File: src/logic/tmr16_pkg.sv
// constants, register map and field layout for the 16-bit timer/event/window counter
package tmr16_pkg;
	localparam int ADDR_W = 8;

	// register byte offsets
	localparam logic [ADDR_W-1:0] CTRL_OFS   = 8'h00;
	localparam logic [ADDR_W-1:0] CMP_LO_OFS = 8'h04;
	localparam logic [ADDR_W-1:0] CMP_HI_OFS = 8'h08;
	localparam logic [ADDR_W-1:0] COUNT_OFS  = 8'h0C;
	localparam logic [ADDR_W-1:0] POWER_OFS  = 8'h10;

	// counter_control_reg fields
	localparam int RUN_BIT   = 5;
	localparam int CKSEL_LSB = 2;
	localparam int MODE_BIT  = 0;

	// power register fields: [2:0] operating power mode, [3] prescaler_tap_select
	localparam int TAPSEL_BIT = 3;
	localparam logic [2:0] PWR_NORMAL1 = 3'h0;
	localparam logic [2:0] PWR_NORMAL_DUAL_CLOCK_MODE = 3'h1;
	localparam logic [2:0] PWR_SLOW_SINGLE_CLOCK_MODE   = 3'h2;
	localparam logic [2:0] PWR_SLOW_DUAL_CLOCK_MODE   = 3'h3;
	localparam logic [2:0] PWR_IDLE    = 3'h4;
	localparam logic [2:0] PWR_SLEEP   = 3'h5;
	localparam logic [2:0] PWR_STOP    = 3'h6;

	// source_clock_select codes
	localparam logic [2:0] CK_FC_D23 = 3'h0;
	localparam logic [2:0] CK_FC_D13 = 3'h1;
	localparam logic [2:0] CK_FC_D8  = 3'h2;
	localparam logic [2:0] CK_FC_D3  = 3'h3;
	localparam logic [2:0] CK_FC     = 3'h4;
	localparam logic [2:0] CK_FS     = 3'h5;
	localparam logic [2:0] CK_EXT    = 3'h7;

	// values after reset
	localparam logic [5:0]  CTRL_RST = 6'h00;
	localparam logic [15:0] CMP_RST  = 16'hFFFF;
	localparam logic [3:0]  PWR_RST  = 4'h1;

	// prescaler tap exponents (divide by 2^n)
	localparam int FC_TAP_E0 = 3;
	localparam int FC_TAP_E1 = 8;
	localparam int FC_TAP_E2 = 13;
	localparam int FC_TAP_E3 = 23;
	localparam int FS_TAP_E0 = 5;
	localparam int FS_TAP_E1 = 15;

	localparam logic [1:0] RESP_OKAY   = 2'h0;
	localparam logic [1:0] RESP_SLVERR = 2'h2;
endpackage

File: src/logic/tmr16_counter.sv
// 16-bit timer / event counter / window counter with AXI4-Lite register access
`timescale 1ns/100ps
// Summary of operation
// - three modes: internal timer, external edge event counter, gated window counter
// - timer on fc source in slow dual-clock mode times oscillator warm-up from slow to normal
// - timer mode counts selected internal clock, compared for equality with compare value
// - timer match raises match pulse, clears counter, counting resumes from zero
// - fc source in slow dual-clock mode matches upper five compare bits only
// - event mode counts each rising edge of the external count input
// - event match is checked and signalled on the external input falling edge
// - after an event match the count continues on later rising edges
// - window mode counts internal clock only while the gate pin is high
// - window match raises match pulse and clears the counter
// - window mode does not count in slow or sleep power modes
// - entering stop power mode clears the run bit automatically
module tmr16_counter
	import tmr16_pkg::*;
#(
	parameter int FC_SLOW_E = tmr16_pkg::FC_TAP_E3,
	parameter int FC_MID_E  = tmr16_pkg::FC_TAP_E2
) (
	input  wire logic                        CORE_CLK_I,
	input  wire logic                        RST_I,
	input  wire logic                        EXT_COUNT_I,
	input  wire logic                        LOW_CLK_I,
	output logic                             MATCH_IRQ_O,
	input  wire logic [tmr16_pkg::ADDR_W-1:0] AWADDR_I,
	input  wire logic                        AWVALID_I,
	output logic                             AWREADY_O,
	input  wire logic [31:0]                 WDATA_I,
	input  wire logic [3:0]                  WSTRB_I,
	input  wire logic                        WVALID_I,
	output logic                             WREADY_O,
	output logic [1:0]                       BRESP_O,
	output logic                             BVALID_O,
	input  wire logic                        BREADY_I,
	input  wire logic [tmr16_pkg::ADDR_W-1:0] ARADDR_I,
	input  wire logic                        ARVALID_I,
	output logic                             ARREADY_O,
	output logic [31:0]                      RDATA_O,
	output logic [1:0]                       RRESP_O,
	output logic                             RVALID_O,
	input  wire logic                        RREADY_I
);
	import tmr16_pkg::*;

	typedef struct packed {
		logic [1:0]        pin_sync;
		logic              pin_d;
		logic [1:0]        fs_sync;
		logic              fs_d;
		logic [5:0]        ctrl;
		logic [7:0]        cmp_lo_stage;
		logic [15:0]       cmp;
		logic [3:0]        pwr;
		logic [15:0]       count;
		logic              irq;
		logic              aw_full;
		logic [ADDR_W-1:0] awaddr;
		logic              w_full;
		logic [31:0]       wdata;
		logic              wlane0;
		logic              awready;
		logic              wready;
		logic              bvalid;
		logic [1:0]        bresp;
		logic              arready;
		logic              rvalid;
		logic [31:0]       rdata;
		logic [1:0]        rresp;
	} state_s;

	state_s s;
	state_s next_s;

	logic [3:0]  fc_tap;
	logic [1:0]  fs_tap;
	logic        fs_tick;
	logic        pin_rise;
	logic        pin_fall;
	logic        gate;
	logic        slow;
	logic        warm;
	logic        src_tick;
	logic        ev_mode;
	logic        win_mode;
	logic        tim_mode;
	logic        inc;
	logic        hit;
	logic [15:0] cnt_inc;
	logic [2:0]  cksel;
	logic [2:0]  pmode;

	tmr16_prescaler #(
		.FC_E0 (FC_TAP_E0),
		.FC_E1 (FC_TAP_E1),
		.FC_E2 (FC_MID_E),
		.FC_E3 (FC_SLOW_E),
		.FS_E0 (FS_TAP_E0),
		.FS_E1 (FS_TAP_E1)
	) u_prescaler (
		.clk_i     (CORE_CLK_I),
		.rst_i     (RST_I),
		.fs_tick_i (fs_tick),
		.fc_tap_o  (fc_tap),
		.fs_tap_o  (fs_tap)
	);

	// edges seen only after the second synchroniser stage
	assign fs_tick  = s.fs_sync[1] & ~s.fs_d;
	assign pin_rise = s.pin_sync[1] & ~s.pin_d;
	assign pin_fall = ~s.pin_sync[1] & s.pin_d;
	assign gate     = s.pin_sync[1];
	assign cksel    = s.ctrl[CKSEL_LSB+2:CKSEL_LSB];
	assign pmode    = s.pwr[2:0];
	assign slow     = (pmode == PWR_SLOW_SINGLE_CLOCK_MODE) | (pmode == PWR_SLOW_DUAL_CLOCK_MODE) | (pmode == PWR_SLEEP);
	assign warm     = (pmode == PWR_SLOW_DUAL_CLOCK_MODE) & (cksel == CK_FC);
	assign ev_mode  = ~s.ctrl[MODE_BIT] & (cksel == CK_EXT);
	assign win_mode = s.ctrl[MODE_BIT];
	assign tim_mode = ~s.ctrl[MODE_BIT] & (cksel != CK_EXT);
	assign cnt_inc  = s.count + 16'h0001;

	// source select; fs taps replace the CK_FC_D23 and CK_FC_D13 fc taps in slow modes or with the tap select set
	always_comb begin
		unique case (cksel)
			CK_FC_D23: src_tick = (slow | s.pwr[TAPSEL_BIT]) ? fs_tap[1] : fc_tap[3];
			CK_FC_D13: src_tick = (slow | s.pwr[TAPSEL_BIT]) ? fs_tap[0] : fc_tap[2];
			CK_FC_D8:  src_tick = ~slow & fc_tap[1];
			CK_FC_D3:  src_tick = ~slow & fc_tap[0];
			CK_FC:     src_tick = warm;
			CK_FS:     src_tick = ~slow & fs_tick;
			default:   src_tick = 1'b0;
		endcase
	end

	assign inc = (tim_mode & src_tick) | (win_mode & src_tick & gate & ~slow);
	// warm-up compares the top five bits so the low byte write may be skipped
	assign hit = warm ? (cnt_inc[15:11] == s.cmp[15:11]) : (cnt_inc == s.cmp);

	// all next-state logic: synchronisers, counter, register file, bus handshakes
	always_comb begin
		next_s          = s;
		next_s.pin_sync = {s.pin_sync[0], EXT_COUNT_I};
		next_s.pin_d    = s.pin_sync[1];
		next_s.fs_sync  = {s.fs_sync[0], LOW_CLK_I};
		next_s.fs_d     = s.fs_sync[1];
		next_s.irq      = 1'b0;

		// counter core
		if (!s.ctrl[RUN_BIT]) begin
			next_s.count = 16'h0000;
		end else if (ev_mode) begin
			if (pin_rise) begin
				next_s.count = cnt_inc;
			end else if (pin_fall && s.count == s.cmp) begin
				next_s.count = 16'h0000;
				next_s.irq   = 1'b1;
			end
		end else if (inc) begin
			if (hit) begin
				next_s.count = 16'h0000;
				next_s.irq   = 1'b1;
			end else begin
				next_s.count = cnt_inc;
			end
		end

		// write channels accepted independently, in either order
		if (AWVALID_I && s.awready) begin
			next_s.aw_full = 1'b1;
			next_s.awaddr  = AWADDR_I;
		end
		if (WVALID_I && s.wready) begin
			next_s.w_full = 1'b1;
			next_s.wdata  = WDATA_I;
			next_s.wlane0 = WSTRB_I[0];
		end
		if (s.bvalid && BREADY_I) begin
			next_s.bvalid = 1'b0;
		end
		if (s.aw_full && s.w_full && !s.bvalid) begin
			next_s.aw_full = 1'b0;
			next_s.w_full  = 1'b0;
			next_s.bvalid  = 1'b1;
			next_s.bresp   = RESP_OKAY;
			// all fields live in byte lane 0; other lanes are ignored
			unique case (s.awaddr)
				CTRL_OFS: if (s.wlane0) next_s.ctrl = s.wdata[5:0];
				CMP_LO_OFS: if (s.wlane0) next_s.cmp_lo_stage = s.wdata[7:0];
				// high byte commits with the staged low byte
				CMP_HI_OFS: if (s.wlane0) next_s.cmp = {s.wdata[7:0], s.cmp_lo_stage};
				POWER_OFS: if (s.wlane0) next_s.pwr = s.wdata[3:0];
				COUNT_OFS: next_s.bresp = RESP_OKAY;
				default: next_s.bresp = RESP_SLVERR;
			endcase
		end
		// stop mode drops the run bit and keeps it down until stop is left
		if (next_s.pwr[2:0] == PWR_STOP) begin
			next_s.ctrl[RUN_BIT] = 1'b0;
		end
		next_s.awready = ~next_s.aw_full;
		next_s.wready  = ~next_s.w_full;

		// read channel, one outstanding read
		if (s.rvalid && RREADY_I) begin
			next_s.rvalid = 1'b0;
		end
		if (ARVALID_I && s.arready) begin
			next_s.rvalid = 1'b1;
			next_s.rresp  = RESP_OKAY;
			unique case (ARADDR_I)
				CTRL_OFS:   next_s.rdata = {26'h0, s.ctrl};
				CMP_LO_OFS: next_s.rdata = {24'h000000, s.cmp_lo_stage};
				CMP_HI_OFS: next_s.rdata = {24'h000000, s.cmp[15:8]};
				COUNT_OFS:  next_s.rdata = {16'h0000, s.count};
				POWER_OFS:  next_s.rdata = {28'h0000000, s.pwr};
				default: begin
					next_s.rdata = 32'h00000000;
					next_s.rresp = RESP_SLVERR;
				end
			endcase
		end
		next_s.arready = ~next_s.rvalid;
	end

	// single state register
	always_ff @(posedge CORE_CLK_I) begin
		if (RST_I) begin
			s              <= '0;
			s.ctrl         <= CTRL_RST;
			s.cmp          <= CMP_RST;
			s.cmp_lo_stage <= CMP_RST[7:0];
			s.pwr          <= PWR_RST;
		end else begin
			s <= next_s;
		end
	end

	assign MATCH_IRQ_O = s.irq;
	assign AWREADY_O   = s.awready;
	assign WREADY_O    = s.wready;
	assign BVALID_O    = s.bvalid;
	assign BRESP_O     = s.bresp;
	assign ARREADY_O   = s.arready;
	assign RVALID_O    = s.rvalid;
	assign RDATA_O     = s.rdata;
	assign RRESP_O     = s.rresp;
endmodule

File: src/logic/tmr16_prescaler.sv
// free-running prescaler producing one-cycle tap enables from the core clock and the fs tick
`timescale 1ns/100ps
module tmr16_prescaler #(
	parameter int FC_E0 = 3,
	parameter int FC_E1 = 8,
	parameter int FC_E2 = 13,
	parameter int FC_E3 = 23,
	parameter int FS_E0 = 5,
	parameter int FS_E1 = 15
) (
	input  wire logic       clk_i,
	input  wire logic       rst_i,
	input  wire logic       fs_tick_i,
	output logic      [3:0] fc_tap_o,
	output logic      [1:0] fs_tap_o
);
	localparam int FC_E[4] = '{FC_E0, FC_E1, FC_E2, FC_E3};
	localparam int FS_E[2] = '{FS_E0, FS_E1};

	// counter widths cover the longest tap, whatever order the exponents come in
	localparam int FC_WA = (FC_E0 > FC_E1) ? FC_E0 : FC_E1;
	localparam int FC_WB = (FC_E2 > FC_E3) ? FC_E2 : FC_E3;
	localparam int FC_W  = (FC_WA > FC_WB) ? FC_WA : FC_WB;
	localparam int FS_W  = (FS_E0 > FS_E1) ? FS_E0 : FS_E1;

	logic [FC_W-1:0] fc_cnt;
	logic [FS_W-1:0] fs_cnt;
	wire  [3:0]      fc_hit;
	wire  [1:0]      fs_hit;

	// both chains free-run so the taps keep a fixed phase whatever the counter does
	always_ff @(posedge clk_i) begin
		if (rst_i) begin
			fc_cnt <= '0;
			fs_cnt <= '0;
		end else begin
			fc_cnt <= fc_cnt + 1'b1;
			if (fs_tick_i) begin
				fs_cnt <= fs_cnt + 1'b1;
			end
		end
	end

	// a tap fires when all bits below its exponent are ones
	for (genvar g = 0; g < 4; g++) begin : g_fc
		assign fc_hit[g] = &fc_cnt[FC_E[g]-1:0];
	end

	for (genvar g = 0; g < 2; g++) begin : g_fs
		assign fs_hit[g] = fs_tick_i & (&fs_cnt[FS_E[g]-1:0]);
	end

	// taps registered in one process so each output has a single driver
	always_ff @(posedge clk_i) begin
		if (rst_i) begin
			fc_tap_o <= 4'h0;
			fs_tap_o <= 2'h0;
		end else begin
			fc_tap_o <= fc_hit;
			fs_tap_o <= fs_hit;
		end
	end
endmodule

File: config.mk
export PLATFORM = sky130hd
export DESIGN_NAME = tmr16_counter
export DESIGN_NICKNAME = d
export VERILOG_FILES = /design/src/logic/tmr16_pkg.sv /design/src/logic/tmr16_counter.sv /design/src/logic/tmr16_prescaler.sv
export SDC_FILE = /design/constraint.sdc
export NUM_CORES = 1
export LEC_CHECK = 0
export BUFFER_PORTS_ARGS = -buffer_cell sky130_fd_sc_hd__buf_2
export CORE_ASPECT_RATIO = 1.25
export CORE_MARGIN = 2
export CORE_UTILIZATION = 35
export CTS_BUF_LIST = sky130_fd_sc_hd__clkbuf_4
export DETAILED_ROUTE_END_ITERATION = 8
export PLACE_DENSITY = 0.63
export SLEW_MARGIN = 0
export SYNTH_ARGS = -nofsm -noshare
export SYNTH_HDL_FRONTEND = slang
export SYNTH_SLANG_ARGS = --single-unit
File: constraint.sdc
create_clock -name CORE_CLK_I -period 8.1 [get_ports CORE_CLK_I]
set_input_delay 1.62 -clock CORE_CLK_I [delete_from_list [all_inputs] [get_ports CORE_CLK_I]]
set_output_delay 1.62 -clock CORE_CLK_I [all_outputs]
set_load 0.005 [all_outputs]
; ---- Word level (Yosys, flattened, before mapping)
; Index checks and enable logic that the tools add are counted.
[classes]
add_sub_neg = 3
n_eq_ne = 23
n_mux = 25
bitwise_logic = 28
n_reduce_logical = 29
[ops]
columns = operator, count
row1 = $pmux 16 s5, 1
row2 = $mux 17, 3
row3 = $mux 35, 1
row4 = $mux 34, 1
row5 = $eq 16x16->1, 2
row6 = $eq 8x4->1 const B, 4
row7 = $mux 16, 2
row8 = $add 23x1->23 const B, 1
row9 = $reduce_and 23->1, 1
row10 = $add 16x1->16 const B, 1
row11 = $eq 8x3->1 const B, 2
row12 = $eq 8x5->1 const B, 2
row13 = $logic_not 8->1, 2
row14 = $add 15x1->15 const B, 1
row15 = $and 1x1->1, 15
row16 = $eq 3x3->1 const B, 5
row17 = $reduce_and 15->1, 1
row18 = $reduce_and 3->1, 5
row19 = $reduce_and 13->1, 1
row20 = $eq 3x2->1 const B, 4
row21 = $mux 3, 4
row22 = $reduce_or 5->1, 2
row23 = $mux 1, 9
row24 = $mux 9, 1
row25 = other kinds (16), 37
[word_totals]
register_bits = 185
inputBits = 61
output_inout_bits = 42
elab_cells = 137

; ---- Logic depth before layout (Yosys ltp)
; Gate-level depths: netlist (run 1).
[depth]
ltp_word = 12
mapped_depth = 10

; ---- Cells and area by module
; A second synthesis (run 1) with hierarchy kept.
[hier_totals]
cells_unflattened = 779
area_unflattened_um2 = 6971.7
[modules_own_cells]
columns = mod, n_inst, cells_per_inst, area_each_um2
row1 = tmr16_counter, 1, 575, 5113.7
row2 = tmr16_prescaler, 1, 204, 1858.0

; ---- Least setup slack after synthesis (run 1)
; Ideal clock, no wire load.
[synth_timing]
path_kind = input -> register
startpoint = input ARADDR_I[7] in the netlist's numbering
endpoint = register s, in the netlist RDATA_O[10]
arrival_ns = 3.205
t_required_ns = 8.035
path_slack_ns = 4.830
cell_stages = 7
cell_sequence = or4_1 nor3_1 and2_1 and3_1 clkbuf_1 a22oi_1 nor2_1
[synth_between]
elab_chain_cells = 2
[synth_rtl]
columns = element, line
row1 = start: declaration, tmr16_counter.sv:37  ; input wire logic [tmr16_pkg::ADDR_W-1:0] ARADDR_I,
row2 = "$eq 8x5->1, or another cell as far along", tmr16_counter.sv:211  ; unique case (ARADDR_I)
row3 = $pmux 16 s5 *, tmr16_counter.sv:211
row4 = end signal: assignment, tmr16_counter.sv:235  ; s <= next_s;
row5 = end: declaration, tmr16_counter.sv:73  ; state_s s;
; Every way passes the cells marked *; elsewhere a longest branch is shown, timed or not.
; A chain may end at the register's enable or synchronous reset.

; ---- Worst setup path in the final report (run 1)
[layout_timing]
startpoint = register s[85] in the netlist's numbering
endpoint = register s[88] in the netlist's numbering
[layout_between]
elab_chain_cells = 6
[layout_rtl]
columns = element, line
row1 = $add 16x1->16, tmr16_counter.sv:121  ; assign cnt_inc = s.count + 16'h0001;
row2 = $eq 16x16->1 or $eq 5x5->1 (tied branches), tmr16_counter.sv:138  ; assign hit = warm ? (cnt_inc[15:11] == s.cmp[15:11]) : (cnt_inc == s.cmp);
row3 = $mux 1, tmr16_counter.sv:138
row4 = $mux 16, tmr16_counter.sv:160  ; if (hit) begin
row5 = $mux 17, tmr16_counter.sv:159  ; end else if (inc) begin
row6 = $mux 17, tmr16_counter.sv:152  ; end else if (ev_mode) begin
; Parallel ways exist; a longest one is shown, timed or not. The select of a mux whose other input is x is not followed.

==> impl_metrics.csv, run 1 <==
group,metric,value,unit
synth,synth-seq-area-share,42.5,%
setup_path,regToRegStartpoint,"s[85]$_SDFFE_PP0P_",
setup_path,crit_path_max_fanout,11,
placement,place.gp.congestion,0.927,
pwr,sequentialPowerShare,58.5,%
setup_path,crit_type,"reg -> reg",
timing,min_period_over_period,42.1,%
run,drv_cap,0,
pwr,pwr_density_cell,171,nW/um2
placement,placement.cell_area,6980,um2
clock_tree,htree_num_levels,4,
setup_path,cp.depth,8,
pwr,report.power.total,1.24,mW
grt,grt_pass1_vias,4945,
setup_path,setup.worst_path.start_class,"register",
pwr,leakage,2.57,nW
clock_tree,cts_hold_repair.buffers,0,
floorplan,rows,56,
synth,ys.flop_type,"dfxtp_1",
timing,peak_freq,293,MHz
synth,avgSynthCellArea,8.77,um2
setup_path,cpPeakStageDelay,0.67,ns
clock_tree,numCtsBuffers,17,
min_path,holdCritStartpoint,"next_s[137]$_SDFF_PP0_",
synth,yosys_warnings,0,
synth,number_of_distinct_library_cell_variants_in_the_gate_level_netlist_after_synthesis,61,
floorplan,floorplan.core_area,18800,um2
setup_path,slack_of_the_worst_reg_to_reg_path,4.69,ns
layout,fin_area,7250,um2
clock_tree,post-cts-setup-buffer-count,0,
setup_path,worstPathRequired,8.51,ns
synth,syn_inst,768,
synth,postSynthRegisterBits,143,
run_status,status,"finished, violations left",
pwr,power.switching,0.314,mW
run_status,violations_in_the_final_reports,"DRC",
timing,grt_setup_unrepaired,"false",
layout,flow.area_growth_from_synthesis,7.71,%
setup_path,cpLargestDelayFamily,"compound AO/OA/AOI/OAI gates",
pwr,power.combinational.fraction,4.9,%
synth,synth_async_sr_flop_share,0,%
synth,synth_largest_type_area_fraction,42.5,%
placement,io_buffer_count,57,
timing,report.final.slew_viol_count,0,
pwr,power.share.switching,25.3,%
clock_tree,count_of_instances_resized_after_the_clock_tree_is_built,0,
detailed_routing,drt-initial-drc-count,345,
floorplan,floorplan.die_area,20400,um2
timing,final.setup.worst_slack,4.69,ns
pwr,internal_power,0.924,mW
placement,place.detailed.hpwl,10800,um
synth,post_synth_main_area_contributors,"dfxtp_1 43%, xor2_1 4.8%, nor2_1 4.2%",
synth,synth_enable_flop_cells,0,
grt,grt_start_max_net_pins,106,
grt,grt_usage,15.2,%
detailed_routing,avgRoutedWirePerCell,14.7,um
min_path,worstHoldEndpoint,"next_s[135]$_SDFF_PP0_",
setup_path,reg2reg_to,"s[88]$_SDFFE_PP0P_",
timing,fin_skew,0.0299,ns
floorplan,die_height,159,um
floorplan,boundaryPins,103,
detailed_routing,via_count,5296,
timing,max_slew_margin,28.1,%
setup_path,ff2ff_path_depth,8,
layout,final_cell_mix,"143 x dfxtp_1, 75 x nor2_1, 73 x nand2_1, 56 x buf_2, 48 x a21oi_1",
setup_path,worst-path-buf-inv,0,
layout,num-nets-final,854,
timing,finalHoldViolations,0,
pwr,power_frac_clock,36.6,%
floorplan,floorplan_die_width,128,um
synth,synth_area,6740,um2
clock_tree,clkLatencyLatePin,0.56,ns
clock_tree,tritoncts_clock_tree,"built",
pwr,ir_drop,0.0000654,V
clock_tree,clk_pin_slew,0.12,ns
layout,layout-drive-gt1-share,13.7,%
setup_path,crit_slowest_cell,"o21ai_1",
min_path,hold_path_class,"reg -> reg",
timing,transition_time_at_the_pin_with_the_least_slew_margin,1.08,ns
grt,grt_antenna_before_repair,1,
layout,layout.cells.most_common,"dfxtp_1",
detailed_routing,finalWirelength,15200,um
placement,preCtsSetupSlack,4.52,ns
clock_tree,master_cell_of_the_clock_root_buffer,"clkbuf_4",
layout,nFillCells,1958,
timing,min_period,3.41,ns
setup_path,critPathArrivalTime,3.81,ns
timing,finalSetupViolations,0,
detailed_routing,drc_errors,2,
setup_path,critical_path.endpoint_type,"register",
detailed_routing,drt.antenna.violating_nets,0,
min_path,worstHoldPathCells,1,
clock_tree,tritoncts_num_sinks,143,
timing,final.setup.tns,0,ns
synth,top_cell_type_by_total_area_after_synthesis,"dfxtp_1",
detailed_routing,viasPerCell,5.12,
clock_tree,clockBufferDepth,2,
grt,grt_pass1_wl,24600,um
grt,grt_remaining_overflow,0,
setup_path,cells_along_the_critical_path,"ha_1, nand3_1, or3_1, a2111o_1, nor4_2, a21oi_1, o21ai_1, o22ai_1",
detailed_routing,drt_first_pass_iters,6,
floorplan,start_util,35.7,%
## power groups by stage
stage	sequential [mW]	combinational, mW	clock [mW]
global route	0.727	0.0680	0.498
finish	0.724	0.0607	0.453
detailed placement	0.740	0.0611	0
floorplan	0.737	0.0482	0
global placement	0.740	0.0608	0
CTS	0.725	0.0613	0.471
## cells in the mapped netlist (4+ instances only)
| cell type | number |
|---|---|
| dfxtp_1 | 143 |
| nor2_1 | 75 |
| nand2_1 | 73 |
| a21oi_1 | 48 |
| nor2b_1 | 43 |
| buf_4 | 37 |
| xor2_1 | 37 |
| a211o_1 | 26 |
| clkbuf_1 | 26 |
| nor3_1 | 21 |
| o21ai_0 | 21 |
| nand3_1 | 19 |
| nand4_1 | 19 |
| xnor2_1 | 15 |
| and3_1 | 14 |
| mux2i_1 | 11 |
| or3_1 | 11 |
| a22oi_1 | 10 |
| mux2_2 | 10 |
| buf_2 | 7 |
| nand2b_1 | 7 |
| buf_1 | 6 |
| inv_1 | 6 |
| and2_1 | 5 |
| ha_1 | 5 |
| nand3b_1 | 5 |
| nor4_1 | 5 |
| a221o_1 | 4 |
| and4_1 | 4 |
| nor3b_1 | 4 |
| o31ai_1 | 4 |
| or4_1 | 4 |
## cell families (layout without fill, tap and decap cells)
group                      after synthesis  count (layout)  synth area share, %
other                                    1              19               0.0557
and+or+nand+nor                        320             320                 24.8
DFF                                    143             143                 42.5
xor gates and xnor gates                52              52                 6.76
muxes                                   23              23                 3.98
buffers and inverters                   82              98                 6.76
AOI/OAI and AO/OA                      142             142                 14.2
adders and majority gates                5               5                0.929
## registers in the layout, indices dropped and copies added, names as in the netlist
name                  cells
u_prescaler.fc_cnt       23
u_prescaler.fs_tap_o      2
BRESP_O                   1
cksel                     3
s                        65
WREADY_O                  1
AWREADY_O                 1
MATCH_IRQ_O               1
gate                      1
BVALID_O                  1
u_prescaler.fs_cnt       15
pmode                     3
RDATA_O                  16
next_s                    3
RRESP_O                   1
ARREADY_O                 1
RVALID_O                  1
u_prescaler.fc_tap_o      4
## cell type report
class	count	area [um2]	area share [%]
diodes	1	2.50	0.0345
clock buffers	18	135	1.86
clock inverters	14	141	1.95
inverters	6	22.5	0.310
multi-input cells	560	3490	48.1
flip-flops and latches	143	2860	39.5
well taps	232	290	4.00
repair buffers	60	310	4.28
## routing by layer
layer | up-vias | wire length (um) | track usage (%)
li1 | 2696 | - | -
met1 | 2443 | 6730 | 18.0
met2 | 127 | 7330 | 25.6
met3 | 30 | 598 | 3.73
met4 | 0 | 522 | 7.34
met5 | - | 0 | 0
## worst max path at each step
stage | from | to | slack [ns]
after CTS | s[85]$_SDFFE_PP0P_ | s[88]$_SDFFE_PP0P_ | 4.73
after global placement | ARADDR_I[7] | RDATA_O[15]$_SDFFE_PP0P_ | 4.54
after detailed placement | ARADDR_I[7] | RDATA_O[9]$_SDFFE_PP0P_ | 4.52
final | s[85]$_SDFFE_PP0P_ | s[88]$_SDFFE_PP0P_ | 4.69
after floorplan | ARADDR_I[7] | RDATA_O[10]$_SDFFE_PP0P_ | 4.83
after global routing | s[86]$_SDFFE_PP0P_ | s[92]$_SDFFE_PP0P_ | 4.41
## stage by stage
step                std cells  hold slack, ns  util, %
finish                   1034           0.456     38.5
global route             1034           0.462     38.5
CTS                      1033           0.457     38.5
detailed placement       1001           0.429     37.0
global placement         1001           0.417     37.0
floorplan                 785           0.414        -
## worst reg2reg max path: stages, from the launching register on
cell and delay [ns]:
dfxtp_1 0.49, ha_1 0.34, nand3_1 0.33, or3_1 0.41, a2111o_1 0.43, nor4_2 0.29
a21oi_1 0.13, o21ai_1 0.67, o22ai_1 0.19
No activity file was read; power rests on OpenSTA's default activity.
==> inputs of run 2 (changes only) <==
Clock period 8.1 ns to 3.2 ns, I/O delays scaled along.
==> run 2 against run 1 <==
Compared with the run above:
- the flow now finishes without violations
- routed wire length up 2.2%
- global-route usage is 0.44 points higher
- sequential share of layout area decreased by 0.52 points
- critical path type unchanged
==> impl_metrics.csv, run 2 (synthesized netlist as in run 1, its figures left out) <==
group,metric,value,unit
clock_tree,master_cell_of_the_clock_root_buffer,"clkbuf_4",
layout,largest_register_ffs,65,
clock_tree,post-cts-setup-buffer-count,0,
pwr,report.power.total,3.21,mW
setup_path,cpPeakStageDelay,0.65,ns
layout,layout-drive-gt1-share,14.8,%
setup_path,setup.worst_path.start_class,"register",
layout,fin_area,7350,um2
detailed_routing,viasPerCell,5.15,
setup_path,reg2reg_to,"s[89]$_SDFFE_PP0P_",
timing,grt_setup_unrepaired,"false",
timing,max_slew_margin,40.7,%
detailed_routing,drt.antenna.violating_nets,0,
floorplan,floorplan_die_width,128,um
setup_path,crit_path_max_fanout,10,
grt,grt_pass1_vias,5052,
layout,post_route_core_utilization,39.0,%
run,drv_cap,0,
clock_tree,htree_num_levels,4,
timing,final.setup.tns,0,ns
timing,min_period_over_period,92.0,%
layout,final_cell_mix,"143 x dfxtp_1, 75 x nor2_1, 73 x nand2_1, 56 x buf_2, 48 x a21oi_1",
min_path,worstHoldPathCells,2,
clock_tree,numCtsBuffers,17,
timing,report.final.slew_viol_count,0,
detailed_routing,avgRoutedWirePerCell,14.9,um
detailed_routing,via_count,5368,
floorplan,start_util,35.7,%
setup_path,setup.worst_path.start,"s[87]$_SDFFE_PP0P_",
pwr,ir_drop,0.000199,V
setup_path,worstPathRequired,3.67,ns
grt,grt_start_max_net_pins,77,
layout,largest_register_by_flop_count,"s",
placement,numPlacedInstances,1009,
clock_tree,tritoncts_clock_tree,"built",
clock_tree,cts_hold_repair.buffers,0,
setup_path,cpLargestDelayFamily,"simple AND/OR/NAND/NOR gates",
grt,grt_remaining_overflow,0,
grt,grt_antenna_before_repair,1,
timing,transition_time_at_the_pin_with_the_least_slew_margin,0.884,ns
setup_path,crit_type,"reg -> reg",
clock_tree,clk_pin_slew,0.13,ns
clock_tree,clkLatencyLatePin,0.57,ns
timing,finalSetupViolations,0,
clock_tree,clockBufferDepth,2,
floorplan,boundaryPins,103,
detailed_routing,drt_first_pass_iters,5,
placement,placement.cell_area,7050,um2
setup_path,crit_slowest_cell,"o21bai_1",
pwr,leakage,2.62,nW
setup_path,worst-path-buf-inv,0,
layout,instances_no_fill,1042,
placement,place.detailed.hpwl,11200,um
clock_tree,count_of_instances_resized_after_the_clock_tree_is_built,0,
min_path,worstHoldEndpoint,"next_s[137]$_SDFF_PP0_",
floorplan,floorplan.core_area,18800,um2
layout,layout.cells.most_common,"dfxtp_1",
layout,flow.area_growth_from_synthesis,9.16,%
setup_path,critPathArrivalTime,3.42,ns
detailed_routing,drt-initial-drc-count,334,
setup_path,ff2ff_path_depth,7,
layout,num-nets-final,862,
grt,grt_pass1_wl,25500,um
floorplan,die_height,159,um
setup_path,critical_path.endpoint_type,"register",
timing,min_period,2.94,ns
run_status,status,"completed",
timing,peak_freq,340,MHz
layout,nFillCells,1946,
min_path,hold_path_class,"in -> reg",
detailed_routing,drc_errors,0,
setup_path,slack_of_the_worst_reg_to_reg_path,0.26,ns
min_path,holdCritStartpoint,"LOW_CLK_I",
pwr,pwr_density_cell,437,nW/um2
timing,fin_skew,0.0263,ns
grt,grt_usage,15.6,%
timing,finalHoldViolations,0,
placement,place.gp.congestion,0.925,
setup_path,cells_along_the_critical_path,"nand4_1, nor4_1, xor2_1, a221oi_1, o21bai_1, nand3_1, o32ai_1",
setup_path,regToRegStartpoint,"s[87]$_SDFFE_PP0P_",
clock_tree,tritoncts_num_sinks,143,
floorplan,rows,56,
placement,io_buffer_count,57,
detailed_routing,finalWirelength,15500,um
floorplan,floorplan.die_area,20400,um2
[run 2: cell count changes in the layout (fill, tap and decap cells not counted), sizes merged]
| cell | previous run | this run |
|---|---|---|
| clkbuf | 18 | 17 |
| inv | 9 | 13 |
| clkinvlp | 2 | 3 |
| buf | 60 | 68 |
| clkinv | 7 | 3 |
[run 2: power breakdown]
part	total [mW]	switching (mW)	leakage, nW	internal, mW
Sequential	1.83	0.0249	1.16	1.81
Clock	1.22	0.737	0.155	0.488
Combinational	0.155	0.0935	1.31	0.0616
Total	3.21	0.855	2.62	2.36
[run 2: stage by stage]
step / hold WS [ns] / setup slack [ns]
after floorplan: 0.414 / 0.643
after global placement: 0.416 / 0.403
after detailed placement: 0.426 / 0.404
after CTS: 0.228 / 0.352
after global routing: 0.234 / 0.124
final: 0.278 / 0.257
[run 2: how the worst max path moves through the flow]
stage	endpoint	cells past startpoint
2_1_floorplan	s[86]$_SDFFE_PP0P_	8
3_3_place_gp	s[86]$_SDFFE_PP0P_	9
3_5_place_dp	s[89]$_SDFFE_PP0P_	7
4_1_cts	s[98]$_SDFFE_PP0P_	7
5_1_grt	s[98]$_SDFFE_PP0P_	7
6_report	s[89]$_SDFFE_PP0P_	7
[run 2: metal layers]
layer  global-route usage [%]  wire, um  vias to the layer above
li1                         -         -                     2716
met1                     18.6      6730                     2506
met2                     26.4      7730                      114
met3                     3.93       566                       32
met4                     7.09       485                        0
met5                        0         0                        -
[run 2: worst reg2reg max path: stages, from the launching register on]
cell and delay [ns]:
dfxtp_1 0.58, nand4_1 0.34, nor4_1 0.55, xor2_1 0.18, a221oi_1 0.10, o21bai_1 0.65
nand3_1 0.20, o32ai_1 0.26
[run 2: cell type report]
type / count / area, um2 / area share [%]
multi-input cells: 560 / 3490 / 47.5
flip-flops and latches: 143 / 2860 / 38.9
inverters: 6 / 22.5 / 0.306
clock buffers: 17 / 128 / 1.74
diodes: 1 / 2.50 / 0.0340
repair buffers: 68 / 383 / 5.21
well taps: 232 / 290 / 3.95
clock inverters: 15 / 174 / 2.37
